### config.mk
export PLATFORM = sky130hd
export DESIGN_NAME = tac_top
export DESIGN_NICKNAME = d
export VERILOG_FILES = /design/src/verilog/tac_pkg.sv /design/src/verilog/tac_top.sv
export VERILOG_INCLUDE_DIRS = /design/src /design/src/verilog
export SDC_FILE = /design/constraint.sdc
export NUM_CORES = 1
export LEC_CHECK = 0
export BUFFER_PORTS_ARGS = -buffer_cell sky130_fd_sc_hd__buf_2
export CAP_MARGIN = 0
export CELL_PAD_IN_SITES_DETAIL_PLACEMENT = 1
export CELL_PAD_IN_SITES_GLOBAL_PLACEMENT = 1
export CORE_ASPECT_RATIO = 2
export CORE_UTILIZATION = 40
export DETAILED_ROUTE_END_ITERATION = 6
export GPL_TIMING_DRIVEN = 0
export HOLD_SLACK_MARGIN = 0.12
export PLACE_DENSITY = 0.69
export SETUP_SLACK_MARGIN = 0.4
export SLEW_MARGIN = 30
export SYNTH_ARGS = -nofsm -noshare
export SYNTH_HDL_FRONTEND = slang
export SYNTH_SLANG_ARGS = --single-unit
### constraint.sdc
create_clock -name clk_sys_in -period 4 [get_ports clk_sys_in]
set_input_delay 0.8 -clock clk_sys_in [delete_from_list [all_inputs] [get_ports clk_sys_in]]
set_output_delay 0.8 -clock clk_sys_in [all_outputs]
set_load 0.05 [all_outputs]
### src/verilog/tac_map.svh
// Register offsets, field positions, limits and timing counts
`ifndef TAC_MAP_SVH
`define TAC_MAP_SVH
`define TAC_ADDR_CTRL       12'h000
`define TAC_ADDR_LOC1       12'h004
`define TAC_ADDR_LOC2       12'h008
`define TAC_ADDR_LOC3       12'h00C
`define TAC_ADDR_LOC4       12'h010
`define TAC_ADDR_KEYS       12'h014
`define TAC_ADDR_STATUS     12'h018
`define TAC_ADDR_LOOPCNT    12'h01C
`define TAC_ADDR_TRACKS     12'h020
`define TAC_CTRL_RETURN     0
`define TAC_CTRL_AUTOPLAY   1
`define TAC_CTRL_AUTOREC    2
`define TAC_CTRL_REHEARSE   3
`define TAC_CTRL_AUTOINPUT  4
`define TAC_KEY_RETURN      0
`define TAC_KEY_AUTOPLAY    1
`define TAC_KEY_AUTOREC     2
`define TAC_KEY_FORMAT      3
`define TAC_KEY_STOP        4
`define TAC_KEY_PLAY        5
`define TAC_KEY_RECPLAY     6
`define TAC_KEY_STORE       7
`define TAC_LOOP_LIMIT      7'd100
`define TAC_MSG_TIME_MS     1500
`define TAC_MSG_CYCLES      ((`TAC_MSG_TIME_MS * 40000) - 1)
`define TAC_FLASH_TIME_MS   250
`define TAC_FLASH_CYCLES    ((`TAC_FLASH_TIME_MS * 40000) - 1)
`define TAC_SLOW_TIME_MS    2000
`define TAC_SLOW_CYCLES     ((`TAC_SLOW_TIME_MS * 40000) - 1)
`define TAC_POS_39MIN       32'h0000_0924
`endif

### src/verilog/tac_pkg.sv
// Types shared by the transport automation controller
package tac_pkg;
  typedef enum logic [2:0] {
    TAC_ST_STOP   = 3'b000,
    TAC_ST_PLAY   = 3'b001,
    TAC_ST_REC    = 3'b010,
    TAC_ST_LOCATE = 3'b011
  } tac_mode_t;
  typedef enum logic [2:0] {
    TAC_MSG_NONE    = 3'b000,
    TAC_MSG_INVALID = 3'b001,
    TAC_MSG_LENGTH  = 3'b010,
    TAC_MSG_LOOPCNT = 3'b011
  } tac_msg_t;
  typedef enum logic [1:0] {
    TAC_LEN_120 = 2'b00,
    TAC_LEN_60  = 2'b01,
    TAC_LEN_160 = 2'b10,
    TAC_LEN_180 = 2'b11
  } tac_len_t;
  typedef struct packed {
    logic        paddr_ok;
    logic [11:0] paddr;
    logic        psel;
    logic        penable;
    logic        pwrite;
    logic [31:0] pwdata;
  } tac_apb_req_t;
  typedef struct packed {
    logic [31:0] prdata;
    logic        pready;
    logic        pslverr;
  } tac_apb_rsp_t;
  typedef struct packed {
    logic [31:0] position;
    logic        locked;
    logic        locate_done;
    logic        cassette_in;
    logic        large_hub;
  } tac_xport_t;
  typedef struct packed {
    tac_mode_t   mode;
    logic [31:0] locate_target;
    logic        slow;
    logic [7:0]  rec_tracks;
    logic [7:0]  input_mon;
  } tac_cmd_t;
  typedef struct packed {
    logic        return_led;
    logic        record_led;
    tac_msg_t    msg;
    logic [7:0]  msg_value;
  } tac_panel_t;
  typedef struct packed {
    logic [4:0]  ctrl;
    logic [31:0] loc1;
    logic [31:0] loc2;
    logic [31:0] loc3;
    logic [31:0] loc4;
    logic [7:0]  tracks;
    tac_mode_t   mode;
    logic [31:0] target;
    logic        relocate;
    logic [6:0]  loops;
    logic        limit_off;
    logic        loop_dead;
    logic        armed;
    logic        punched;
    tac_len_t    len;
    logic        slowed_once;
    logic [26:0] slow_cnt;
    logic [26:0] msg_cnt;
    tac_msg_t    msg;
    logic [23:0] flash_cnt;
    logic        flash;
    logic        cass_q;
    logic [1:0]  ped_s1;
    logic [1:0]  ped_s2;
    logic [1:0]  ped_rest;
    logic [1:0]  ped_prev;
    logic        calibrated;
    logic [31:0] pos_prev;
    logic [31:0] prdata;
    logic        pready;
    logic        pslverr;
    tac_cmd_t    cmd;
    tac_panel_t  panel;
  } tac_state_t;
endpackage

### src/verilog/tac_top.sv
// Transport automation controller: looping, auto record, tape length, pedals
//
// Function
// - Auto return on and position reaches point 4: rewind to point 1.
// - Point 1 after point 4: flash return indicator, never rewind.
// - Auto play on: enter play when any locate finishes.
// - Count consecutive loops; stop looping after 100 unless limit disabled.
// - Store plus return disables loop limit; stop re-enables it.
// - While looping, store plus auto play briefly shows loop count.
// - Auto record refused with brief invalid message if point 2 >= point 3.
// - Armed and playing: flash record indicator; record at point 2, lit steady.
// - No enabled track at point 2: keep flashing, do not record.
// - Track enabled between points 2 and 3 records at once, indicator steady.
// - At point 3 end recording, indicator off, keep playing.
// - Punch-in at point 2 waits for timecode lock.
// - Rehearse with auto input: input monitor at point 2, flash, no record.
// - Without auto input, rehearse does not change monitoring.
// - Store plus format steps length 120, 60, 160, 180 and shows it.
// - Large hub means length 60; small hub uses selected, default 120.
// - Length survives eject; resets to 120 at power-up.
// - Cassette inserted with non-120 length: briefly flash that length.
// - Long tapes: first locate past 39 minutes slows briefly, later ones not.
// - Sample pedal resting levels at power-up; presses relative to those.
// - Punch pedal: play with tracks enters record; recording leaves record.
// - Locate pedal: stopped plays; playing locates to 1; locating stops.
//
// The implementer's own choices: register access over APB and the register offsets.
`timescale 1ns/1ps
`include "tac_map.svh"
module tac_top (
  input  wire logic              clk_sys_in,         // 40 MHz system clock
  input  wire logic              arst_n_in,          // Async reset, active low
  input  wire logic              psel_in,            // APB select
  input  wire logic              penable_in,         // APB enable
  input  wire logic              pwrite_in,          // APB write
  input  wire logic [11:0]       paddr_in,           // APB byte address
  input  wire logic [31:0]       pwdata_in,          // APB write data
  output logic      [31:0]       prdata_out,         // APB read data
  output logic                   pready_out,         // APB ready
  output logic                   pslverr_out,        // APB error
  input  wire tac_pkg::tac_xport_t xport_in,         // Transport status
  input  wire logic              punch_pedal_in,     // Punch footswitch pin
  input  wire logic              locate_pedal_input, // Locate/play footswitch pin
  output tac_pkg::tac_cmd_t      cmd_out,            // Transport command
  output tac_pkg::tac_panel_t    panel_out           // Indicators and display
);
  import tac_pkg::*;

  tac_state_t r_reg;
  tac_state_t r_next;

  function automatic logic at_or_past(input logic [31:0] prev, input logic [31:0] cur,
                                      input logic [31:0] pt);
    at_or_past = (prev < pt) && (cur >= pt);
  endfunction

  function automatic logic [7:0] len_code(input tac_len_t l);
    case (l)
      TAC_LEN_60:  len_code = 8'h3C;
      TAC_LEN_160: len_code = 8'hA0;
      TAC_LEN_180: len_code = 8'hB4;
      default:     len_code = 8'h78;
    endcase
  endfunction

  logic        wr;
  logic        rd;
  logic [7:0]  key;
  logic        punch_press;
  logic        locate_press;
  logic        hit1;
  logic        hit2;
  logic        hit3;
  logic        hit4;
  logic        ret_bad;
  logic        tracks_on;
  logic        long_tape;
  tac_len_t    eff_len;

  // ==========================================================================
  // Next-state logic
  // ==========================================================================
  always_comb begin
    r_next = r_reg;
    wr = psel_in && penable_in && pwrite_in;
    rd = psel_in && !penable_in && !pwrite_in;
    key = (wr && paddr_in == `TAC_ADDR_KEYS) ? pwdata_in[7:0] : 8'h00;
    // Pedal pins pass two flops; press is a departure from the resting level
    r_next.ped_s1 = {punch_pedal_in, locate_pedal_input};
    r_next.ped_s2 = r_reg.ped_s1;
    r_next.ped_prev = r_reg.ped_s2 ^ r_reg.ped_rest;
    punch_press = r_reg.calibrated && r_next.ped_prev[1] && !r_reg.ped_prev[1];
    locate_press = r_reg.calibrated && r_next.ped_prev[0] && !r_reg.ped_prev[0];
    // Rest level taken on third edge,
    // once pins have reached ped_s2;
    // ped_prev counts edges till then
    if (!r_reg.calibrated) begin
      r_next.ped_prev = r_reg.ped_prev + 2'd1;
      if (r_reg.ped_prev == 2'd2) begin
        r_next.ped_rest = r_reg.ped_s2;
        r_next.calibrated = 1'b1;
        r_next.ped_prev = 2'b00;
      end
    end
    r_next.pos_prev = xport_in.position;
    hit1 = at_or_past(r_reg.pos_prev, xport_in.position, r_reg.loc1);
    hit2 = at_or_past(r_reg.pos_prev, xport_in.position, r_reg.loc2);
    hit3 = at_or_past(r_reg.pos_prev, xport_in.position, r_reg.loc3);
    hit4 = at_or_past(r_reg.pos_prev, xport_in.position, r_reg.loc4);
    ret_bad = r_reg.loc1 > r_reg.loc4;
    tracks_on = |r_reg.tracks;
    eff_len = xport_in.large_hub ? TAC_LEN_60 : r_reg.len;
    long_tape = (eff_len == TAC_LEN_160) || (eff_len == TAC_LEN_180);
    r_next.relocate = 1'b0;

    // Message and flash timers
    if (r_reg.msg_cnt != 27'd0) begin
      r_next.msg_cnt = r_reg.msg_cnt - 27'd1;
    end else begin
      r_next.msg = TAC_MSG_NONE;
    end
    if (r_reg.flash_cnt == 24'd0) begin
      r_next.flash_cnt = 24'(`TAC_FLASH_CYCLES);
      r_next.flash = !r_reg.flash;
    end else begin
      r_next.flash_cnt = r_reg.flash_cnt - 24'd1;
    end

    // APB register writes
    if (wr) begin
      case (paddr_in)
        `TAC_ADDR_CTRL: begin
          r_next.ctrl = pwdata_in[4:0];
          r_next.ctrl[`TAC_CTRL_AUTOREC] = r_reg.ctrl[`TAC_CTRL_AUTOREC];
        end
        `TAC_ADDR_LOC1:   r_next.loc1 = pwdata_in;
        `TAC_ADDR_LOC2:   r_next.loc2 = pwdata_in;
        `TAC_ADDR_LOC3:   r_next.loc3 = pwdata_in;
        `TAC_ADDR_LOC4:   r_next.loc4 = pwdata_in;
        `TAC_ADDR_TRACKS: r_next.tracks = pwdata_in[7:0];
        default: ;
      endcase
    end

    // Panel keys
    if (key[`TAC_KEY_RETURN]) begin
      if (key[`TAC_KEY_STORE]) begin
        r_next.limit_off = 1'b1;
      end else begin
        r_next.ctrl[`TAC_CTRL_RETURN] = !r_reg.ctrl[`TAC_CTRL_RETURN];
        r_next.loop_dead = 1'b0;
      end
    end
    if (key[`TAC_KEY_AUTOPLAY]) begin
      if (key[`TAC_KEY_STORE]) begin
        if (r_reg.ctrl[`TAC_CTRL_RETURN] && r_reg.ctrl[`TAC_CTRL_AUTOPLAY]) begin
          r_next.msg = TAC_MSG_LOOPCNT;
          r_next.msg_cnt = 27'(`TAC_MSG_CYCLES);
        end
      end else begin
        r_next.ctrl[`TAC_CTRL_AUTOPLAY] = !r_reg.ctrl[`TAC_CTRL_AUTOPLAY];
      end
    end
    if (key[`TAC_KEY_AUTOREC]) begin
      if (r_reg.ctrl[`TAC_CTRL_AUTOREC]) begin
        r_next.ctrl[`TAC_CTRL_AUTOREC] = 1'b0;
      end else if (r_reg.loc2 >= r_reg.loc3) begin
        r_next.msg = TAC_MSG_INVALID;
        r_next.msg_cnt = 27'(`TAC_MSG_CYCLES);
      end else begin
        r_next.ctrl[`TAC_CTRL_AUTOREC] = 1'b1;
      end
    end
    if (key[`TAC_KEY_FORMAT] && key[`TAC_KEY_STORE]) begin
      case (r_reg.len)
        TAC_LEN_120: r_next.len = TAC_LEN_60;
        TAC_LEN_60:  r_next.len = TAC_LEN_160;
        TAC_LEN_160: r_next.len = TAC_LEN_180;
        default:     r_next.len = TAC_LEN_120;
      endcase
      r_next.msg = TAC_MSG_LENGTH;
      r_next.msg_cnt = 27'(`TAC_MSG_CYCLES);
    end
    // Length register has no eject path; only power-up reset clears it
    r_next.cass_q = xport_in.cassette_in;
    if (xport_in.cassette_in && !r_reg.cass_q && r_reg.len != TAC_LEN_120) begin
      r_next.msg = TAC_MSG_LENGTH;
      r_next.msg_cnt = 27'(`TAC_MSG_CYCLES);
    end
    if (key[`TAC_KEY_STOP]) begin
      r_next.mode = TAC_ST_STOP;
      r_next.limit_off = 1'b0;
    end
    if (key[`TAC_KEY_PLAY]) begin
      r_next.mode = TAC_ST_PLAY;
    end
    if (key[`TAC_KEY_RECPLAY]) begin
      r_next.mode = TAC_ST_PLAY;
      r_next.armed = r_reg.ctrl[`TAC_CTRL_AUTOREC];
      r_next.punched = 1'b0;
      if (!r_reg.ctrl[`TAC_CTRL_AUTOREC] && tracks_on) begin
        r_next.mode = TAC_ST_REC;
      end
    end

    // Pedals
    if (punch_press) begin
      if (r_reg.mode == TAC_ST_REC) begin
        r_next.mode = TAC_ST_PLAY;
      end else if (r_reg.mode == TAC_ST_PLAY && tracks_on) begin
        r_next.mode = TAC_ST_REC;
      end
    end
    if (locate_press) begin
      case (r_reg.mode)
        TAC_ST_STOP:   r_next.mode = TAC_ST_PLAY;
        TAC_ST_LOCATE: r_next.mode = TAC_ST_STOP;
        default: begin
          r_next.mode = TAC_ST_LOCATE;
          r_next.target = r_reg.loc1;
          r_next.relocate = 1'b1;
        end
      endcase
    end

    // Auto record in play
    if (r_reg.armed && r_reg.ctrl[`TAC_CTRL_AUTOREC]) begin
      if (r_reg.mode == TAC_ST_PLAY && !r_reg.punched &&
          xport_in.position >= r_reg.loc2 && xport_in.position < r_reg.loc3 &&
          xport_in.locked && tracks_on &&
          !(r_reg.ctrl[`TAC_CTRL_REHEARSE] && r_reg.ctrl[`TAC_CTRL_AUTOINPUT])) begin
        r_next.mode = TAC_ST_REC;
        r_next.punched = 1'b1;
      end
      if (hit3 && (r_reg.mode == TAC_ST_REC || r_reg.mode == TAC_ST_PLAY)) begin
        r_next.mode = TAC_ST_PLAY;
        r_next.armed = 1'b0;
      end
    end

    // Auto return and loop limit
    if (r_reg.ctrl[`TAC_CTRL_RETURN] && !r_reg.loop_dead && !ret_bad && hit4 &&
        (r_reg.mode == TAC_ST_PLAY || r_reg.mode == TAC_ST_REC)) begin
      r_next.mode = TAC_ST_LOCATE;
      r_next.target = r_reg.loc1;
      r_next.relocate = 1'b1;
      r_next.armed = r_reg.ctrl[`TAC_CTRL_AUTOREC];
      r_next.punched = 1'b0;
      r_next.loops = r_reg.loops + 7'd1;
      if (r_reg.loops + 7'd1 >= `TAC_LOOP_LIMIT && !r_reg.limit_off) begin
        r_next.loop_dead = 1'b1;
      end
    end
    if (r_reg.mode == TAC_ST_LOCATE && xport_in.locate_done && !r_reg.relocate) begin
      r_next.mode = r_reg.ctrl[`TAC_CTRL_AUTOPLAY] ? TAC_ST_PLAY : TAC_ST_STOP;
    end
    if (r_next.mode == TAC_ST_STOP || !r_next.ctrl[`TAC_CTRL_RETURN]) begin
      r_next.loops = 7'd0;
    end

    // Slow first long locate past the 39-minute mark
    if (r_next.relocate && long_tape && !r_reg.slowed_once &&
        r_next.target > `TAC_POS_39MIN) begin
      r_next.slowed_once = 1'b1;
      r_next.slow_cnt = 27'(`TAC_SLOW_CYCLES);
    end else if (r_reg.slow_cnt != 27'd0) begin
      r_next.slow_cnt = r_reg.slow_cnt - 27'd1;
    end

    // Outputs
    r_next.cmd.mode = r_next.mode;
    r_next.cmd.locate_target = r_next.target;
    r_next.cmd.slow = r_next.slow_cnt != 27'd0;
    r_next.cmd.rec_tracks = (r_next.mode == TAC_ST_REC) ? r_next.tracks : 8'h00;
    r_next.cmd.input_mon = 8'h00;
    if (r_reg.armed && r_reg.ctrl[`TAC_CTRL_REHEARSE] &&
        r_reg.ctrl[`TAC_CTRL_AUTOINPUT] &&
        xport_in.position >= r_reg.loc2 && xport_in.position < r_reg.loc3) begin
      r_next.cmd.input_mon = r_reg.tracks;
    end
    r_next.panel.return_led = r_next.ctrl[`TAC_CTRL_RETURN] &&
                              (!ret_bad || r_reg.flash);
    if (r_next.mode == TAC_ST_REC) begin
      r_next.panel.record_led = 1'b1;
    end else if (r_next.armed && r_next.mode == TAC_ST_PLAY) begin
      r_next.panel.record_led = r_reg.flash;
    end else begin
      r_next.panel.record_led = 1'b0;
    end
    r_next.panel.msg = r_next.msg;
    case (r_next.msg)
      TAC_MSG_LOOPCNT: r_next.panel.msg_value = {1'b0, r_next.loops};
      TAC_MSG_LENGTH:  r_next.panel.msg_value = len_code(r_next.len);
      default:         r_next.panel.msg_value = 8'h00;
    endcase

    // APB answer; reads sampled in setup, ready in access
    r_next.pready = psel_in && !penable_in;
    r_next.pslverr = 1'b0;
    if (rd) begin
      case (paddr_in)
        `TAC_ADDR_CTRL:    r_next.prdata = {27'h0, r_reg.ctrl};
        `TAC_ADDR_LOC1:    r_next.prdata = r_reg.loc1;
        `TAC_ADDR_LOC2:    r_next.prdata = r_reg.loc2;
        `TAC_ADDR_LOC3:    r_next.prdata = r_reg.loc3;
        `TAC_ADDR_LOC4:    r_next.prdata = r_reg.loc4;
        `TAC_ADDR_KEYS:    r_next.prdata = 32'h0;
        `TAC_ADDR_STATUS:  r_next.prdata = {22'h0, r_reg.limit_off, r_reg.loop_dead,
                                            r_reg.len, r_reg.armed, r_reg.punched,
                                            1'b0, r_reg.mode};
        `TAC_ADDR_LOOPCNT: r_next.prdata = {25'h0, r_reg.loops};
        `TAC_ADDR_TRACKS:  r_next.prdata = {24'h0, r_reg.tracks};
        default: begin
          r_next.prdata = 32'h0;
          r_next.pslverr = 1'b1;
        end
      endcase
    end else if (psel_in && !penable_in) begin
      r_next.prdata = 32'h0;
      r_next.pslverr = (paddr_in > `TAC_ADDR_TRACKS) || (paddr_in[1:0] != 2'b00);
    end
  end

  // ==========================================================================
  // State register
  // ==========================================================================
  always_ff @(posedge clk_sys_in or negedge arst_n_in) begin
    if (!arst_n_in) begin
      r_reg <= '0;
    end else begin
      r_reg <= r_next;
    end
  end

  // ==========================================================================
  // Outputs
  // ==========================================================================
  assign prdata_out  = r_reg.prdata;
  assign pready_out  = r_reg.pready;
  assign pslverr_out = r_reg.pslverr;
  assign cmd_out     = r_reg.cmd;
  assign panel_out   = r_reg.panel;
endmodule // tac_top

## Yosys cells after proc, flatten, opt, wreduce, memory -nomap -nowiden

Cells that the tools add are included.

| word-level totals | value |
|---|---|
| register bits | 376 |
| output and inout port bits | 99 |
| word-level logic and storage cells | 238 |

| operators by class | value |
|---|---|
| add/subtract/negate cells | 5 |
| $lt $le $gt $ge | 11 |
| eq/ne operators | 23 |
| mux-type cells | 72 |
| bitwise operators | 2 |
| reduce and logical (&&, ||, !) cells | 87 |

Operators with widths:

| operator | count |
|---|---|
| 32-bit one-hot mux with 8 select lines | 1 |
| 30-bit 2-to-1 mux | 8 |
| 32-bit 2-to-1 mux | 6 |
| 138-bit 2-to-1 mux | 1 |
| 32-bit greater-or-equal comparator | 4 |
| 32-bit < comparator | 3 |
| 27-bit 2-to-1 mux | 3 |
| 27-bit nonzero test | 3 |
| 27-bit by 1-bit subtractor with 27-bit output, second input constant | 2 |
| 12-bit by 5-bit == test with 1-bit output, second input constant | 4 |
| 43-bit 2-to-1 mux | 1 |
| 1-bit logical AND | 42 |
| 3-bit 2-to-1 mux | 14 |
| 36-bit 2-to-1 mux | 1 |
| 33-bit 2-to-1 mux | 1 |
| 32-bit by 12-bit > comparator with 1-bit output, second input constant | 1 |
| 32-bit > comparator | 1 |
| 8-bit 2-to-1 mux | 4 |
| 12-bit by 4-bit == test with 1-bit output, second input constant | 2 |
| 24-bit zero test | 1 |
| 24-bit 2-to-1 mux | 1 |
| 8-bit one-hot mux with 3 select lines | 1 |
| 24-bit by 1-bit subtractor with 24-bit output, second input constant | 1 |
| 1-bit 2-to-1 mux | 19 |
| other kinds (27) | 75 |

## Longest topological paths before layout

Gate-level depths: netlist (run 1).

| depth | value |
|---|---|
| word-level depth | 20 |
| gate-level depth with buffers | 12 |

## Worst setup path before layout (run 1)

Ideal clock, no wire load.

| timing | value |
|---|---|
| kind | input-to-reg |
| from | input xport_in[4] in the netlist's numbering |
| to | register r_reg (netlist bit cmd_out[10]) |
| arrival time | 3.419 ns |
| data required time | 3.931 ns |
| path slack | 0.512 ns |
| stages on the path | 12 |
| path buffers | 1 |
| cell sequence | inv_1 > ha_1 > nand2b_4 > a2111oi_4 > or4_1 > o211ai_1 > a2111o_1 > a32oi_1 > a31oi_2 > or4b_1 > buf_6 > nor2b_2 |

RTL lines:

| item | RTL line | source |
|---|---|---|
| from (decl) | tac_top.sv:41 | `input wire tac_pkg::tac_xport_t xport_in,` |
| to (signal assigned) | tac_top.sv:331 | `r_reg <= r_next;` |
| to (decl) | tac_top.sv:49 | `tac_state_t r_reg;` |

==> reports/summary.txt, run 1 <==
CTS tree = done
Period utilisation layout = 90.0%
CP Cell Sequence = inv_1 -> ha_1 -> or3_1 -> a21oi_1 -> nor3_1 -> a2111o_1 -> a31o_2 -> a21bo_2 -> a31oi_4 -> buf_4 -> a211oi_4 -> buf_4 -> nor4_1
Peak supply drop = 0.000346 V
Share of cells above drive strength 1 = 22.8%
Post-DP Area = 0.0239 mm2
Min cycle time layout = 3.60 ns
Synthesized area = 0.0220 mm2
F_max = 278 MHz
CP Max Fanout = 10
FF-to-FF path depth = 13
TritonCTS Buffers = 40
Outcome = finished clean
Root Driver = clkbuf_16
Area growth, synth to finish = 17.8%
WL per Instance = 25.6 um
Initial antenna violation count = 5
Worst-path clk slew = 0.06 ns
Vias in the first global route = 20400
Core Region = 0.0544 mm2
Routed wire length = 81.4 mm
H-tree depth = 2
Final Hold Viols = 0
Chip height = 334 um
NetSw = 2600 uW
I/O pin count = 186
First-pass GRT wire length = 122 mm
Async SR Flop Fraction = 100%
Avg Cell Area, Syn = 9.87 um2
Die area = 0.0560 mm2
Slowest CP cell = a2111o_1
Synthesized flop and latch total = 376
Crit Path Category = reg2reg
Via count = 18600
Slew margin rel. = 28.8%
Largest register FFs = 275
DRT Pass-1 Iters = 5
Via/cell ratio = 5.84
Startpoint type of the worst setup path = register
Comb pwr share = 13.8%
Synth Instances = 2230
# port buffers = 179
Post-DRT Antenna Nets = 0
Die Wd = 168 um
Final setup vio count = 0
Leak Pwr = 0.0122 uW
Post-synth top flop = dfrtp_1
Clk_skew = 0.0207 ns
WP data required = 4.46 ns
GR Overflow Total = 0
Power per standard cell area = 365 mW/mm2
Net count after synthesis = 2548
Setup TNS = 0 ns
DRC viols = 0
Yosys warns = 0
CP Capture Type = register
Initial DRC count = 1198
Arr. time, crit path = 4.06 ns
Final Cell Area = 0.0259 mm2
Clock buffer depth = 3
CTS Sinks = 376
Largest net degree at the start of global routing = 79
GR Util All Layers = 29.4%
Number of synthesized flops with an enable pin = 0
Max cap viols = 0
HPWL after DPL = 64.1 mm
Slew @ Worst Pin = 1.07 ns
Internal power = 6860 uW
Initial Utilization = 40.5%
Reg power frac = 42.0%
Dpl cells = 3091
Synth unique cells = 89
Clock power frac = 44.2%
Routability Congestion = 0.926
Hold Path Class = in2async
Unrepaired setup endpoints after global routing = yes
Final core occ = 47.7%
Final non-filler cell total = 3187
Sequential element share of the synthesized area = 42.7%
Crit-path max cell delay = 0.54 ns
CP dominant cell by count = buf_4
Placement row count = 121
Max-slew violations = 0
Sw Ratio = 27.5%
Clock latency on the worst-skew pair = 0.57 ns
Nets = 2796
## logic make-up after synthesis
logic type	share of synthesized area, %
adders and majority gates	13.1
buffers and inverters	7.01
muxes	5.38
xor gates and xnor gates	2.78
DFF	42.7
AOI/OAI and AO/OA	13.8
and+or+nand+nor	15.1
## cells in the mapped netlist, types with 6 or more instances
| cell type | n | share of area [%] |
|---|---|---|
| nand2b_1 | 16 | 0.45 |
| nor2_1 | 117 | 2.0 |
| a31oi_1 | 8 | 0.23 |
| o31ai_1 | 6 | 0.20 |
| o21ai_0 | 193 | 4.4 |
| mux2i_1 | 8 | 0.36 |
| and4_1 | 8 | 0.32 |
| nor2b_1 | 13 | 0.37 |
| nand3_1 | 34 | 0.77 |
| xnor2_1 | 50 | 2.0 |
| or4_1 | 13 | 0.44 |
| nor2b_2 | 8 | 0.32 |
| ha_1 | 231 | 13 |
| a222oi_1 | 25 | 1.1 |
| nand3b_1 | 9 | 0.31 |
| a221oi_1 | 11 | 0.44 |
| buf_2 | 7 | 0.16 |
| dfrtp_1 | 376 | 43 |
| a21o_1 | 20 | 0.68 |
| mux2_2 | 98 | 5.0 |
| nand4_1 | 45 | 1.3 |
| or2_2 | 6 | 0.17 |
| or3_1 | 8 | 0.23 |
| clkbuf_1 | 66 | 1.1 |
| nor4_1 | 32 | 0.91 |
| a21oi_1 | 96 | 2.2 |
| buf_4 | 98 | 3.3 |
| xor2_1 | 20 | 0.80 |
| a211oi_1 | 12 | 0.41 |
| nor3_1 | 47 | 1.1 |
| and2_1 | 7 | 0.20 |
| o211ai_1 | 7 | 0.24 |
| inv_1 | 132 | 2.3 |
| a211o_1 | 7 | 0.28 |
| o21a_1 | 19 | 0.65 |
| nand2_1 | 258 | 4.4 |
| and3_1 | 11 | 0.31 |
| a22oi_1 | 7 | 0.24 |
## through the flow
stage	setup WS (ns)	hold slack, ns	power [uW]
floorplan	0.512	0.331	4710
global placement	-5.57	0.334	5150
detailed placement	-0.799	0.337	5200
CTS	0.306	0.140	9420
global route	0.324	0.152	9740
finish	0.401	0.132	9460
## worst paths after layout
path	start	to	slack [ns]
min in group clk_sys_in	locate_pedal_input	r_next[136]	0.33
max in group asynchronous	arst_n_in	r_reg[181]	2.35
hold / removal	arst_n_in	r_reg[202]	0.13
setup / recovery	r_reg[350]	panel_out[0]	0.40
setup reg to reg	r_reg[350]	panel_out[0]	0.40
hold reg to reg	r_next[137]	r_reg[137]	0.36
## power by group through the flow
stage | logic, uW | registers, uW | clock network, uW
after floorplan | 699 | 4020 | 0
after global placement | 1110 | 4040 | 0
after detailed placement | 1160 | 4050 | 0
after CTS | 1200 | 3970 | 4250
after global routing | 1400 | 3980 | 4360
final | 1310 | 3980 | 4180
## area by class of cell
cell class              count  area (um2)
diodes                      1        2.50
plain buffers             177        1070
clock buffers              51        1100
clock inverters            23         342
fillers                  6098       28400
inverters                 132         498
multi-input cells        1545       11400
flip-flops and latches    376        9410
well taps                 676         846
repair buffers            206        1230
## what timing repair did
action,in CTS,in global routing
pin swaps,5,17
hold buffers,0,0
setup buffers,5,15
cloned,0,1
endpoints found under the setup margin,107,92
resized for setup,33,49
## placed cells by master, fill, tap and decap left out, drive strengths merged, types with 50 or more instances in the layout
| master | instances |
|---|---|
| o21ai | 198 |
| nor2 | 117 |
| ha | 231 |
| nand2 | 259 |
| inv | 134 |
| mux2 | 98 |
| a21oi | 96 |
| clkbuf | 120 |
| dfrtp | 376 |
| buf | 314 |
| nor3 | 50 |
| xnor2 | 50 |
## critical path, delay by kind of cell, from the launching register on
family / cells / cell delay (ns)
AO/OA/AOI/OAI: 6 / 1.74
AND/OR/NAND/NOR: 3 / 0.66
buffers and inverters: 3 / 0.45
flip-flops: 1 / 0.39
adder cells (fa/ha/maj): 1 / 0.23
## metal layers
metal | GRT usage [%] | vias to the layer above | part of all wire [%]
met5 | 0 | - | 0
met4 | 20.4 | 0 | 7.5
met3 | 4.22 | 252 | 4.2
met2 | 55.5 | 571 | 54
met1 | 29.2 | 9403 | 34
li1 | - | 8377 | -
No activity file was read; power rests on OpenSTA's default activity.
==> run 2: changes to the inputs <==
--- a/config.mk
+++ b/config.mk
@@ -6,7 +6,7 @@
 export SDC_FILE = /design/constraint.sdc
 export NUM_CORES = 1
 export LEC_CHECK = 0
-export BUFFER_PORTS_ARGS = -buffer_cell sky130_fd_sc_hd__buf_2
+export BUFFER_PORTS_ARGS = -buffer_cell sky130_fd_sc_hd__buf_4
 export CAP_MARGIN = 0
 export CELL_PAD_IN_SITES_DETAIL_PLACEMENT = 1
 export CELL_PAD_IN_SITES_GLOBAL_PLACEMENT = 1
==> run 2 against run 1 <==
Compared with the run above:
- final cell count fell by 0.44%
- die area did not move
- clock skew fell by 0.0025 ns
- worst setup slack improved by 0.060 ns
- sequential cell count did not move
- global-route usage rose by 0.13 points
- utilization rose by 0.32 points
- critical endpoint is now panel_out[11]
- largest cell class unchanged
- largest power group is now sequential cells
- highest routed layer is now met5
==> reports/summary.txt, run 2 (synthesized netlist as in run 1, its figures left out) <==
Chip height = 334 um
Crit-path max cell delay = 0.57 ns
Met1 usage = 29.1%
Most frequent cells in the layout = 375 x dfrtp_1, 290 x buf_4, 257 x nand2_1
Die Wd = 168 um
DRT Pass-1 Iters = 7
Commonest non-fill, non-tap cell in the layout = dfrtp_1
Core Region = 0.0544 mm2
Largest net degree at the start of global routing = 84
Slew margin rel. = 29.9%
Hold WS = 0.333 ns
Arr. time, crit path = 3.99 ns
Routability Congestion = 0.942
# port buffers = 179
I/O pin count = 186
Final Cell Area = 0.0261 mm2
Clk_skew = 0.0182 ns
M2 GR Usage = 56.3%
Peak supply drop = 0.000373 V
Power per standard cell area = 345 mW/mm2
First-pass GRT wire length = 123 mm
WL per Instance = 25.6 um
Max-slew violations = 0
Min cycle time layout = 3.54 ns
Unrepaired setup endpoints after global routing = yes
Vias in the first global route = 20600
Crit Path Category = reg2reg
CP Cell Sequence = ha_1 -> nand2b_4 -> a2111oi_4 -> or4_4 -> o211ai_1 -> a2111o_1 -> a32oi_4 -> a31oi_4 -> or4b_1 -> buf_6 -> o31ai_1
CTS Sinks = 376
Via/cell ratio = 5.83
Hold Path Class = in2reg
Cell family with most CP delay = compound AO/OA/AOI/OAI gates
F_max = 283 MHz
Leak Pwr = 0.0121 uW
Clock buffer depth = 3
Root Driver = clkbuf_16
CP Capture Type = register
CTS tree = done
Final core occ = 48.0%
H-tree depth = 2
DRC viols = 0
Area growth, synth to finish = 18.6%
Initial antenna violation count = 2
TritonCTS Buffers = 38
Period utilisation layout = 88.5%
# fillers = 6159
Initial DRC count = 1061
GR Util All Layers = 29.5%
Slew @ Worst Pin = 1.05 ns
Clock latency on the worst-skew pair = 0.58 ns
Worst-path clk slew = 0.07 ns
Slowest CP cell = a2111o_1
HPWL after DPL = 64.7 mm
Final Hold Viols = 0
Share of cells above drive strength 1 = 22.3%
Max cap viols = 0
Post-DP Area = 0.0244 mm2
WP data required = 4.46 ns
Nets = 2787
Placement row count = 121
Layer with the highest usage = met2
Largest register FFs = 275
Routing usage on met3 = 4.02%
Startpoint type of the worst setup path = register
CP Max Fanout = 9
Outcome = finished clean
Routed wire length = 81.4 mm
Via count = 18500
Post-DRT Antenna Nets = 0
Die area = 0.0560 mm2
Initial Utilization = 40.5%
Diode count = 0
Final setup vio count = 0
GR Overflow Total = 0
CP Buf/Inv Count = 1
-- run 2: changes by cell type in the layout (fill, tap and decap cells not counted), moves of 4 or more --
cell and change:
buf_2 -179, bufinv_16 -4, clkbuf_16 -4, buf_4 +170
-- run 2: metal layers --
metal / wire length [um] / up-vias
met5: 25 / -
met2: 44400 / 509
met4: 6060 / 4
li1: - / 8363
met1: 27700 / 9371
met3: 3270 / 251
-- run 2: path summary, 6_finish.rpt --
check | start | end | slack (ns) | cells past startpoint
max reg2reg | r_reg[281] | panel_out[11] | 0.46 | 11
min in group asynchronous | arst_n_in | r_reg[201] | 0.67 | 2
max in group asynchronous | arst_n_in | r_next[137] | 1.93 | 5
max | r_reg[281] | panel_out[11] | 0.46 | 11
min reg2reg | r_next[137] | r_reg[137] | 0.37 | 0
min | locate_pedal_input | r_next[136] | 0.33 | 1
-- run 2: report_power, final --
group          total (uW)  internal, uW  switching (uW)
registers            3970          3890            81.5
logic                1280           483             801
clock network        3750          2080            1670
-- run 2: area by class of cell --
cell class                      instances  area [um2]  area share, %
Multi-Input combinational cell       1545       11400           43.8
Sequential cell                       376        9410           36.0
Timing Repair Buffer                  199        1600           6.14
Buffer                                177        1060           4.08
Clock buffer                           45        1010           3.86
Tap cell                              676         846           3.24
Inverter                              132         498           1.91
Clock inverter                         23         255          0.978
-- run 2: timing repair --
action | CTS | global route
endpoints found under the setup margin | 115 | 90
resized for setup | 39 | 40
hold buffers | 1 | 0
buffers inserted | 1 | 11
pin swaps | 3 | 18
endpoints found under the hold margin | 23 | 0
-- run 2: per-stage QoR --
step	TNS (ns)	std cells	total power [uW]	setup slack, ns
finish	0	3173	9010	0.461
CTS	0	3162	9040	0.355
global placement	-655.57	3085	5200	-1.69
floorplan	0	2230	4710	0.512
detailed placement	-35.52	3092	5260	-0.701
global route	0	3173	9280	0.340
==> run 3: changes to the inputs <==
--- a/config.mk
+++ b/config.mk
@@ -16,6 +16,7 @@
 export GPL_TIMING_DRIVEN = 0
 export HOLD_SLACK_MARGIN = 0.12
 export PLACE_DENSITY = 0.69
+export REMOVE_ABC_BUFFERS = 1
 export SETUP_SLACK_MARGIN = 0.4
 export SLEW_MARGIN = 30
 export SYNTH_ARGS = -nofsm -noshare
==> run 3 against run 2 <==
Compared with the run above:
- first-iteration DRC count is 19% lower
- sequential power hardly changed
- count of clock-buffer cells in the layout rose by 6
- routed wire length decreased by 6.1%
- clock skew up 0.0012 ns
- global-route usage decreased by 2.1 points
- largest cell class unchanged
- the flow now finishes with violations (DRC)
==> reports/summary.txt, run 3 (synthesized netlist as in run 1, its figures left out) <==
Die Wd = 168 um
Peak supply drop = 0.000270 V
Initial DRC count = 860
Diode count = 0
Max cap viols = 0
CTS tree = done
Final Cell Area = 0.0255 mm2
CP Buf/Inv Count = 2
HPWL after DPL = 58.3 mm
RR Endpoint = cmd_out[14]
Final Hold Viols = 0
CTS Sinks = 376
F_max = 279 MHz
Post-DP Area = 0.0237 mm2
GR Util All Layers = 27.4%
Hold Path Class = in2reg
Initial Utilization = 40.5%
TritonCTS Buffers = 38
Worst-path clk slew = 0.07 ns
Leak Pwr = 0.0118 uW
DRT Pass-1 Iters = 7
Pre-CTS setup slack = -0.919 ns
Final setup vio count = 0
Dpl cells = 2948
CP Capture Type = register
Arr. time, crit path = 4.08 ns
First-pass GRT wire length = 116 mm
Storage cell area = 0.00941 mm2
Commonest non-fill, non-tap cell in the layout = dfrtp_1
Routability Congestion = 0.897
GR Overflow Total = 0
Final non-filler cell total = 3036
RR Startpoint = r_reg[405]
Critical Path End = cmd_out[14]
Area growth, synth to finish = 15.9%
Post-DRT Antenna Nets = 0
Startpoint type of the worst setup path = register
Chip height = 334 um
Period utilisation layout = 89.6%
Nets = 2652
CP dominant cell by count = buf_4
Clk_skew = 0.0194 ns
Crit Path Category = reg2reg
Routed wire length = 76.4 mm
Vias in the first global route = 19900
Largest register FFs = 275
Post-route worst setup slack = 0.417 ns
H-tree depth = 2
R2R setup slack = 0.42 ns
CP Max Fanout = 6
Multi-input gate area = 0.0114 mm2
Min cycle time layout = 3.58 ns
# port buffers = 185
Root Driver = clkbuf_16
# fillers = 5955
Slew margin rel. = 37.4%
Via/cell ratio = 5.89
Power per standard cell area = 356 mW/mm2
Die area = 0.0560 mm2
Failing checks = DRC
FF-to-FF path depth = 12
Most frequent cells in the layout = 375 x dfrtp_1, 257 x nand2_1, 231 x ha_1
Cell family with most CP delay = simple AND/OR/NAND/NOR gates
Core Region = 0.0544 mm2
WL per Instance = 25.2 um
Placement row count = 121
Crit-path max cell delay = 0.67 ns
Via count = 17900
CP Cell Sequence = ha_1 -> nand4_1 -> buf_4 -> nor4_4 -> nor2b_1 -> o41a_1 -> nor3_4 -> buf_4 -> a32oi_4 -> a31oi_4 -> or4b_4 -> nor2b_2
Slowest CP cell = or4b_4
Largest net degree at the start of global routing = 87
Clock latency on the worst-skew pair = 0.57 ns
DRC viols = 2
Unrepaired setup endpoints after global routing = yes
Outcome = complete, but fails checks
Hold WS = 0.352 ns
Clock buffer depth = 3
Slew @ Worst Pin = 0.929 ns
I/O pin count = 186
Crit path launch = r_reg[405]
Initial antenna violation count = 0
Hold_sp = xport_in[1]
WP data required = 4.50 ns
Share of cells above drive strength 1 = 20.5%
Max-slew violations = 0
CP Depth = 12
## run 3: cell count changes in the layout (fill, tap and decap cells not counted), moves of 4 or more
| cell | delta |
|---|---|
| clkbuf_8 | +4 |
| buf_1 | -5 |
| inv_1 | +4 |
| clkbuf_1 | -61 |
| buf_4 | -77 |
| buf_16 | +4 |
## run 3: layout make-up
cell class / instances / share of cell area (%)
clock buffers: 51 / 4.28
clock inverters: 15 / 0.824
inverters: 132 / 1.94
multi-input cells: 1547 / 44.8
flip-flops and latches: 376 / 36.9
well taps: 676 / 3.32
repair buffers: 239 / 7.93
## run 3: how the worst min path moves through the flow
stage	to	slack, ns	cells past startpoint
floorplan	r_reg[136]	0.33	0
global placement	r_reg[137]	0.34	0
detailed placement	r_reg[137]	0.34	0
CTS	r_reg[140]	0.33	1
global route	r_reg[140]	0.34	1
finish	r_reg[140]	0.35	1
## run 3: layer usage
layer | GRT usage, % | up-vias | wire [um]
met1 | 27.8 | 9108 | 27100
li1 | - | 8081 | -
met4 | 18.2 | 0 | 5540
met2 | 52.0 | 460 | 41100
met3 | 3.34 | 226 | 2630
met5 | 0 | - | 0
## run 3: timing repair
| action | in CTS | in global routing |
|---|---|---|
| resized for setup | 27 | 33 |
| hold buffers | 1 | 0 |
| endpoints found under the hold margin | 24 | 0 |
| buffers inserted | 4 | 15 |
| setup endpoints to repair | 108 | 36 |
| cloned | 1 | 1 |
| pin swaps | 4 | 18 |
## run 3: where the power goes
part | total, uW | leakage (uW) | switching [uW] | internal, uW
clock network | 3860 | 0.000644 | 1620 | 2240
logic | 1240 | 0.00669 | 793 | 450
registers | 3970 | 0.00445 | 79.9 | 3890
## run 3: metrics by stage
stage	power, uW	setup TNS (ns)	util [%]
final	9080	0	46.9
after floorplan	4610	-36.56	-
after detailed placement	5170	-34.86	43.7
after CTS	9110	0	46.5
after global routing	9370	0	46.9
after global placement	5080	-1194.42	42.7
